[src/pkg/crc_unit_defs.vh]
/*
 * Register offsets, field positions, reset values and codes for the CRC checksum unit.
 * Assumes inclusion by bare name from the design files.
 */
`ifndef CRC_UNIT_DEFS_VH
`define CRC_UNIT_DEFS_VH

// ==================================================================
// Register indices (byte address is four times the index)
`define IDX_CONTROL     3'h0
`define IDX_FLAGS       3'h1
`define IDX_RESERVED    3'h2
`define IDX_BYTE_INPUT  3'h3
`define IDX_RESULT0     3'h4
`define IDX_RESULT1     3'h5
`define IDX_RESULT2     3'h6
`define IDX_RESULT3     3'h7
`define IDX_IRQ_STATUS  4'h8
`define IDX_IRQ_MASK    4'h9
`define IDX_FEED        4'ha

// ==================================================================
// Control fields
`define CTL_PRESET_HI   7
`define CTL_PRESET_LO   6
`define CTL_WIDE        5
`define CTL_SRC_HI      3
`define CTL_SRC_LO      0

// ==================================================================
// Source codes
`define SRC_DISABLED    4'h0
`define SRC_PROCESSOR   4'h1
`define SRC_FLASH       4'h2
`define SRC_DMA0        4'h4
`define SRC_DMA3        4'h7

// ==================================================================
// Flag bits and values
`define FLG_BUSY        0
`define FLG_ZERO        1
`define PRESET_ZEROS    2'h2
`define PRESET_ONES     2'h3
`define POLY_NARROW     16'h1021
`define POLY_WIDE       32'h04c11db7
`define CTL_RESET       8'h00
`define CRC_RESET       32'h00000000

// ==================================================================
// Interrupt bits: 0 calculation done, 1 zero result
`define IRQ_DONE        0
`define IRQ_ZERO        1

`endif

[src/logic/crc_byte_step.v]
/*
 * One byte folded into a CRC state, MSB first, in one cycle of logic.
 * Assumes the caller registers the result.
 */
`timescale 1ns/1ps
`include "crc_unit_defs.vh"

module crc_byte_step (
	input  wire [31:0] state_i,
	input  wire [7:0]  data_i,
	input  wire        wide_i,
	output reg  [31:0] state_o
);
	integer k;
	reg     fb;

	always @* begin
		state_o = state_i;
		fb = 1'b0;
		for (k = 7; k >= 0; k = k - 1) begin
			if (wide_i) begin
				fb = state_o[31] ^ data_i[k];
				state_o = {state_o[30:0], 1'b0} ^ (fb ? `POLY_WIDE : 32'h00000000);
			end else begin
				fb = state_o[15] ^ data_i[k];
				state_o = {16'h0000, state_o[14:0], 1'b0} ^
					(fb ? {16'h0000, `POLY_NARROW} : 32'h00000000);
			end
		end
	end
endmodule // crc_byte_step

[src/logic/crc_irq_bit.v]
/*
 * One sticky interrupt status bit: set by an event, cleared by a status read.
 * Assumes the set and the clear are single-cycle pulses.
 */
`timescale 1ns/1ps

module crc_irq_bit (
	input  wire sys_clk_i,
	input  wire reset_i,
	input  wire enable_i,
	input  wire set_i,
	input  wire clear_i,
	output reg  flag_o
);
	always @(posedge sys_clk_i) begin
		if (reset_i) begin
			flag_o <= 1'b0;
		end else if (enable_i) begin
			// A set in the clearing cycle wins.
			if (set_i)
				flag_o <= 1'b1;
			else if (clear_i)
				flag_o <= 1'b0;
		end
	end
endmodule // crc_irq_bit

[src/logic/crc_checksum_unit.v]
/*
 * CRC checksum unit with an AHB-Lite register slave and a level interrupt.
 * Assumes one clock, synchronous reset, single word transfers, and that the DMA
 * and flash scan sources present bytes on the feed port with a done strobe.
 */
`timescale 1ns/1ps
`include "crc_unit_defs.vh"

module crc_checksum_unit (
	input  wire        sys_clk_i,
	input  wire        reset_i,
	input  wire        clk_en_i,
	input  wire        hsel_i,
	input  wire [31:0] haddr_i,
	input  wire [1:0]  htrans_i,
	input  wire        hwrite_i,
	input  wire [2:0]  hsize_i,
	input  wire [31:0] hwdata_i,
	input  wire        hready_i,
	output wire [31:0] hrdata_o,
	output wire        hreadyout_o,
	output wire        hresp_o,
	input  wire        feed_valid_i,
	input  wire [7:0]  feed_data_i,
	input  wire [1:0]  feed_channel_i,
	input  wire        feed_done_i,
	output wire        irq_o
);
	// ==================================================================
	// Bus address phase capture
	reg        wr_pend_reg;
	reg        rd_pend_reg;
	reg  [3:0] idx_reg;
	reg  [31:0] rdata_reg;
	wire       take;
	wire [3:0] a_idx;

	assign take        = hsel_i & hready_i & htrans_i[1] & clk_en_i;
	assign a_idx       = haddr_i[5:2];
	assign hreadyout_o = 1'b1;
	assign hresp_o     = 1'b0;
	assign hrdata_o    = rdata_reg;

	// ==================================================================
	// Control state
	reg  [3:0]  source_reg;
	reg         wide_reg;
	reg         busy_reg;
	reg         zero_reg;
	reg  [1:0]  preset_reg;
	reg  [31:0] crc_reg;
	reg  [1:0]  irq_mask_reg;
	wire [31:0] step_out;
	wire [1:0]  irq_flags;
	wire        src_dma;
	wire        src_active;
	wire        ctl_write;
	wire        status_write;
	wire        in_write;
	wire        feed_take;
	wire        done_evt;
	wire [31:0] shown;
	wire [31:0] reversed;
	reg  [31:0] crc_next;
	reg  [7:0]  step_byte;
	reg         step_go;
	integer     i;

	assign src_dma    = (source_reg[3:2] == 2'b01);
	assign src_active = (source_reg != `SRC_DISABLED);
	assign ctl_write    = wr_pend_reg & clk_en_i & (idx_reg == {1'b0, `IDX_CONTROL});
	assign status_write = wr_pend_reg & clk_en_i & (idx_reg == {1'b0, `IDX_FLAGS});
	assign in_write = wr_pend_reg & clk_en_i & (idx_reg == {1'b0, `IDX_BYTE_INPUT});
	assign feed_take = feed_valid_i & clk_en_i & busy_reg &
		((src_dma & (feed_channel_i == source_reg[1:0])) |
		 (source_reg == `SRC_FLASH));

	// Busy clears on write-one for the processor source, on done for the others.
	assign done_evt = clk_en_i & busy_reg &
		((status_write & hwdata_i[`FLG_BUSY] & (source_reg == `SRC_PROCESSOR)) |
		 (feed_done_i & (src_dma | (source_reg == `SRC_FLASH))));

	always @* begin
		step_byte = feed_data_i;
		step_go   = feed_take;
		if (in_write & busy_reg & (source_reg == `SRC_PROCESSOR)) begin
			step_byte = hwdata_i[7:0];
			step_go   = 1'b1;
		end
	end

	crc_byte_step u_step (
		.state_i (crc_reg),
		.data_i  (step_byte),
		.wide_i  (wide_reg),
		.state_o (step_out)
	);

	genvar g;
	generate
		for (g = 0; g < 32; g = g + 1) begin : g_rev
			assign reversed[g] = ~crc_reg[31 - g];
		end
	endgenerate

	assign shown = ((source_reg == `SRC_FLASH) & busy_reg) ? 32'h00000000 :
		(wide_reg & ~busy_reg) ? reversed :
		(wide_reg ? crc_reg : {16'h0000, crc_reg[15:0]});

	// ==================================================================
	// Checksum register
	always @* begin
		crc_next = crc_reg;
		if (preset_reg == `PRESET_ZEROS)
			crc_next = 32'h00000000;
		else if (preset_reg == `PRESET_ONES)
			crc_next = 32'hffffffff;
		else if (step_go)
			crc_next = wide_reg ? step_out : {16'h0000, step_out[15:0]};
		else if (wr_pend_reg & ~src_active & idx_reg[3:2] == 2'b01) begin
			for (i = 0; i < 8; i = i + 1) begin
				if (idx_reg[1:0] == `IDX_RESULT0 - 3'h4)
					crc_next[i] = hwdata_i[i];
				if (idx_reg[1:0] == `IDX_RESULT1 - 3'h4)
					crc_next[8 + i] = hwdata_i[i];
				if (idx_reg[1:0] == `IDX_RESULT2 - 3'h4)
					crc_next[16 + i] = hwdata_i[i];
				if (idx_reg[1:0] == `IDX_RESULT3 - 3'h4)
					crc_next[24 + i] = hwdata_i[i];
			end
		end
	end

	always @(posedge sys_clk_i) begin
		if (reset_i) begin
			crc_reg      <= `CRC_RESET;
			source_reg   <= `SRC_DISABLED;
			wide_reg     <= 1'b0;
			busy_reg     <= 1'b0;
			zero_reg     <= 1'b0;
			preset_reg   <= 2'b00;
			irq_mask_reg <= 2'b00;
			wr_pend_reg  <= 1'b0;
			rd_pend_reg  <= 1'b0;
			idx_reg      <= 4'h0;
			rdata_reg    <= 32'h00000000;
		end else if (clk_en_i) begin
			wr_pend_reg <= take & hwrite_i;
			rd_pend_reg <= take & ~hwrite_i;
			if (take)
				idx_reg <= (haddr_i[31:6] == 26'h0) ? a_idx : 4'hf;
			crc_reg    <= crc_next;
			preset_reg <= 2'b00;
			if (done_evt) begin
				busy_reg   <= 1'b0;
				zero_reg   <= (crc_reg == 32'h00000000);
				source_reg <= `SRC_DISABLED;
			end
			if (ctl_write) begin
				// Preset acts one cycle after the upper preset bit is written.
				if (hwdata_i[`CTL_PRESET_HI]) begin
					preset_reg <= hwdata_i[`CTL_PRESET_HI:`CTL_PRESET_LO];
					busy_reg   <= 1'b0;
					source_reg <= `SRC_DISABLED;
				end else begin
					if (~busy_reg)
						wide_reg <= hwdata_i[`CTL_WIDE] |
							(hwdata_i[`CTL_SRC_HI:`CTL_SRC_LO] == `SRC_FLASH);
					// The source stays locked while a calculation runs.
					if (~busy_reg & (hwdata_i[3] == 1'b0) &
						(hwdata_i[`CTL_SRC_HI:`CTL_SRC_LO] != 4'h3)) begin
						source_reg <= hwdata_i[`CTL_SRC_HI:`CTL_SRC_LO];
						busy_reg   <= (hwdata_i[`CTL_SRC_HI:`CTL_SRC_LO] != `SRC_DISABLED);
						if (hwdata_i[`CTL_SRC_HI:`CTL_SRC_LO] != `SRC_DISABLED)
							zero_reg <= 1'b0;
					end
				end
			end
			if (wr_pend_reg & (idx_reg == `IDX_IRQ_MASK))
				irq_mask_reg <= hwdata_i[1:0];
			if (take & ~hwrite_i) begin
				case ((haddr_i[31:6] == 26'h0) ? a_idx : 4'hf)
				{1'b0, `IDX_CONTROL}: rdata_reg <= {24'h0, 2'b00, wide_reg, 1'b0, source_reg};
				{1'b0, `IDX_FLAGS}:   rdata_reg <= {30'h0, zero_reg, busy_reg};
				{1'b0, `IDX_RESULT0}: rdata_reg <= {24'h0, shown[7:0]};
				{1'b0, `IDX_RESULT1}: rdata_reg <= {24'h0, shown[15:8]};
				{1'b0, `IDX_RESULT2}: rdata_reg <= {24'h0, shown[23:16]};
				{1'b0, `IDX_RESULT3}: rdata_reg <= {24'h0, shown[31:24]};
				`IDX_IRQ_STATUS:     rdata_reg <= {30'h0, irq_flags};
				`IDX_IRQ_MASK:       rdata_reg <= {30'h0, irq_mask_reg};
				default:             rdata_reg <= 32'h00000000;
				endcase
			end
		end
	end

	// ==================================================================
	// Interrupts
	wire status_read;
	assign status_read = rd_pend_reg & (idx_reg == `IDX_IRQ_STATUS);

	crc_irq_bit u_irq_done (
		.sys_clk_i (sys_clk_i),
		.reset_i   (reset_i),
		.enable_i  (clk_en_i),
		.set_i     (done_evt),
		.clear_i   (status_read),
		.flag_o    (irq_flags[`IRQ_DONE])
	);

	crc_irq_bit u_irq_zero (
		.sys_clk_i (sys_clk_i),
		.reset_i   (reset_i),
		.enable_i  (clk_en_i),
		.set_i     (done_evt & (crc_reg == 32'h00000000)),
		.clear_i   (status_read),
		.flag_o    (irq_flags[`IRQ_ZERO])
	);

	assign irq_o = |(irq_flags & irq_mask_reg);
endmodule // crc_checksum_unit

[config.mk]
export PLATFORM = sky130hd
export DESIGN_NAME = crc_checksum_unit
export DESIGN_NICKNAME = d
export VERILOG_FILES = /design/src/logic/crc_byte_step.v /design/src/logic/crc_irq_bit.v /design/src/logic/crc_checksum_unit.v
export VERILOG_INCLUDE_DIRS = /design/src /design/src/pkg
export SDC_FILE = /design/constraint.sdc
export NUM_CORES = 1
export LEC_CHECK = 0
export BUFFER_PORTS_ARGS = -buffer_cell sky130_fd_sc_hd__buf_2
export CORE_UTILIZATION = 29
export CTS_CLUSTER_DIAMETER = 50
export DETAILED_ROUTE_END_ITERATION = 12
export PLACE_DENSITY = 0.54
export RECOVER_POWER = 100
export SYNTH_ARGS = -nofsm -noshare
export SYNTH_HDL_FRONTEND = slang
export SYNTH_HIERARCHICAL = 1
export SYNTH_SLANG_ARGS = --single-unit
[constraint.sdc]
create_clock -name sys_clk_i -period 5 [get_ports sys_clk_i]
set_input_delay 0.25 -clock sys_clk_i [delete_from_list [all_inputs] [get_ports sys_clk_i]]
set_output_delay 0.25 -clock sys_clk_i [all_outputs]
set_load 0.01 [all_outputs]
==> flow_summary.yaml <==
clock_network:
  cts_tree: "built"
  cts_resized: 0
  insertion_delay_ns: 0.34
  numClockSinks: 59
  post-cts-setup-buffer-count: 0
  clk_pin_slew_ns: 0.06
  cts-root-buf: "clkbuf_16"
  clockBufferDepth: 2
  htree_levels: 3
  cts_made_buffers: 9
  hold_buffers: 0
synth:
  avgSynthCellArea_um2: 8.66
  synthCells: 662
  synthFlopType: "dfxtp_1"
  ys_seq_area_frac: 0.206
  ys_warn_count: 6
  yosysUniqueCellTypes: 74
  yosys_register_bits: 59
  syn_area_um2: 5730
  async_flop_share: 0
  synth_edf_count: 0
grt:
  grt_pass1_vias: 4708
  grt-ovfl-total: 0
  antenna_found_initial: 1
  grt_max_degree: 37
  grt_pass1_wl_um: 29300
  track_usage: 0.195
sta:
  min_period_over_period: 0.892
  worst-slew-pin-transition_ns: 1.16
  skew_ns: 0.00498
  min_period_ns: 4.46
  hold_viol: 0
  slew_headroom: 0.225
  whs_ns: 0.225
  slew_viol_final: 0
  setup_viol: 0
  fmax_mhz: 224
  tns_ns: 0
  rsz0062_at_grt: "false"
route:
  drc: 0
  routed_via_density: 5.39
  top_layer_used: "met4"
  dr.pass1.iters: 5
  drt_wl_total_um: 19100
  wl_met3_um: 1250
  via_count: 5214
  wire_per_inst_um: 19.8
  dr_wl_met2_um: 8830
  ant_nets: 0
  wl_met1_um: 8790
  drt_first_iter_violations: 428
power_and_ir_drop:
  power_frac_comb: 0.179
  power.net_switching_uw: 377
  p_clk_frac: 0.486
  power_density_nw_per_um2: 221
  p_leak_uw: 0.00227
  p_seq_frac: 0.335
  p_int_uw: 1050
  p_total_uw: 1420
  peakVddDrop_mv: 0.155
  switching_share: 0.265
die:
  die_area_um2: 20300
  rows: 51
  pin_count: 122
  core_area_um2: 19400
  initial_core_util: 0.295
  dieWidth_um: 143
  die_h_um: 143
critical_path:
  required_ns: 5.26
  rr_worst_depth: 11
  start_kind: "register"
  crit_fanout: 10
  cp_common_cell: "xnor2_1"
  critical_path.slowest_cell: "xnor2_2"
  end_kind: "register"
  worstSetupPathType: "reg -> reg"
  worstPathCellList: "or3_1 > nor3_4 > mux2_1 > xnor2_1 > mux2i_1 > xnor2_2 > xor3_1 > o21bai_1 > xnor2_1 > o32ai_1 > o22ai_1"
  startpoint: "source_reg[3]"
  arrival_ns: 4.72
  reg2reg_from: "source_reg[3]"
  slowest_delay_ns: 0.64
finish:
  largest_reg_flops: 32
  layout-drive-gt1-share: 0.164
  area_growth_pct: 12.1
  antenna_cells: 0
  nNetsFinal: 786
min_path:
  holdPathStages: 3
  hold_class: "in -> reg"
  hold_start: "hwrite_i"
outcome:
  outcome: "completed"
placed_design:
  place_congestion: 0.854
  io_buffers: 65
  hpwl_um: 13900
job:
  max_cap_viol_count: 0
[per-layer routing]
layer  vias to the layer above  track usage
met1                      2531        0.271
met3                        17       0.0387
met5                         -            0
met2                       222        0.304
li1                       2444            -
met4                         0       0.0526
[final timing paths]
path                               endpoint  slack [ns]
worst max-delay path            crc_reg[11]        0.54
worst min-delay path            wr_pend_reg        0.23
worst max register to register  crc_reg[11]        0.54
worst min register to register  hrdata_o[5]        0.45
[synthesized netlist by cell type (all sizes together), types with 5 or more instances]
cell type / number / area (µm²)
nand2: 34 / 128
a22o: 9 / 78.8
o22ai: 9 / 62.6
mux4: 8 / 180
xnor3: 10 / 225
a2111oi: 7 / 80.1
o32a: 8 / 80.1
mux2: 10 / 116
o21ai: 14 / 70.1
o211ai: 5 / 37.5
a21oi: 30 / 158
nand4b: 5 / 43.8
a21o: 10 / 75.1
a211oi: 14 / 105
nand2b: 12 / 75.1
o32ai: 8 / 70.1
clkbuf: 28 / 105
nand4: 6 / 37.5
mux2i: 16 / 160
xnor2: 76 / 681
dfxtp: 59 / 1180
buf: 45 / 324
nand3: 5 / 25.0
inv: 25 / 93.8
a221oi: 5 / 43.8
nor4: 19 / 149
o31ai: 7 / 57.6
nor2b: 9 / 56.3
nor2: 69 / 259
xor2: 28 / 283
a221o: 16 / 160
[final cells by class]
| cell class | count | area, µm² |
|---|---|---|
| Clock buffer | 11 | 253 |
| Clock inverter | 4 | 73.8 |
| Fill cell | 2067 | 13000 |
| Inverter | 25 | 93.8 |
| Multi-Input combinational cell | 529 | 4110 |
| Sequential cell | 59 | 1180 |
| Tap cell | 265 | 332 |
| Timing Repair Buffer | 75 | 380 |
[through the flow]
stage	cells	area (µm²)	utilization	setup WS, ns
finish	968	6420	0.331	0.541
global route	968	6420	0.331	0.279
CTS	968	6450	0.333	0.748
detailed placement	953	6130	0.316	0.760
global placement	953	6130	0.316	0.790
floorplan	686	5820	-	0.997
[layout by cell type (no fill, tap or decap), types with 9 or more instances in the layout]
cell type,instances
xnor2_1,75
nor2_1,69
dfxtp_1,59
buf_2,55
nand2_1,34
a21oi_1,28
xor2_1,26
conb_1,26
inv_1,25
nor4_1,17
mux2i_1,16
a221o_1,16
o21ai_0,13
a211oi_1,13
nand2b_1,12
clkbuf_1,12
a21o_1,10
xnor3_1,10
nor2b_1,9
a22o_1,9
clkbuf_16,9
[cells by family after synthesis]
| kind of cell | share of synthesized area |
|---|---|
| AOI/OAI and AO/OA | 0.229 |
| xor gates and xnor gates | 0.216 |
| muxes | 0.0797 |
| buffers and inverters | 0.0913 |
| and+or+nand+nor | 0.176 |
| other | 0.00131 |
| DFF | 0.206 |
[power groups by stage]
stage | logic (µW) | registers, µW | clock network [µW]
2_1_floorplan | 198 | 484 | 0
3_3_place_gp | 253 | 487 | 0
3_5_place_dp | 253 | 487 | 0
4_1_cts | 254 | 477 | 705
5_1_grt | 272 | 477 | 728
6_report | 254 | 477 | 692
[critical path: cells and delay by family, from the launching register on]
kind,cells,cell delay (ns)
AOI/OAI and AO/OA,3,0.52
xor gates and xnor gates,4,1.65
DFF,1,0.42
muxes,2,0.70
and+or+nand+nor,2,1.10
(Power assumes the default switching activity.)
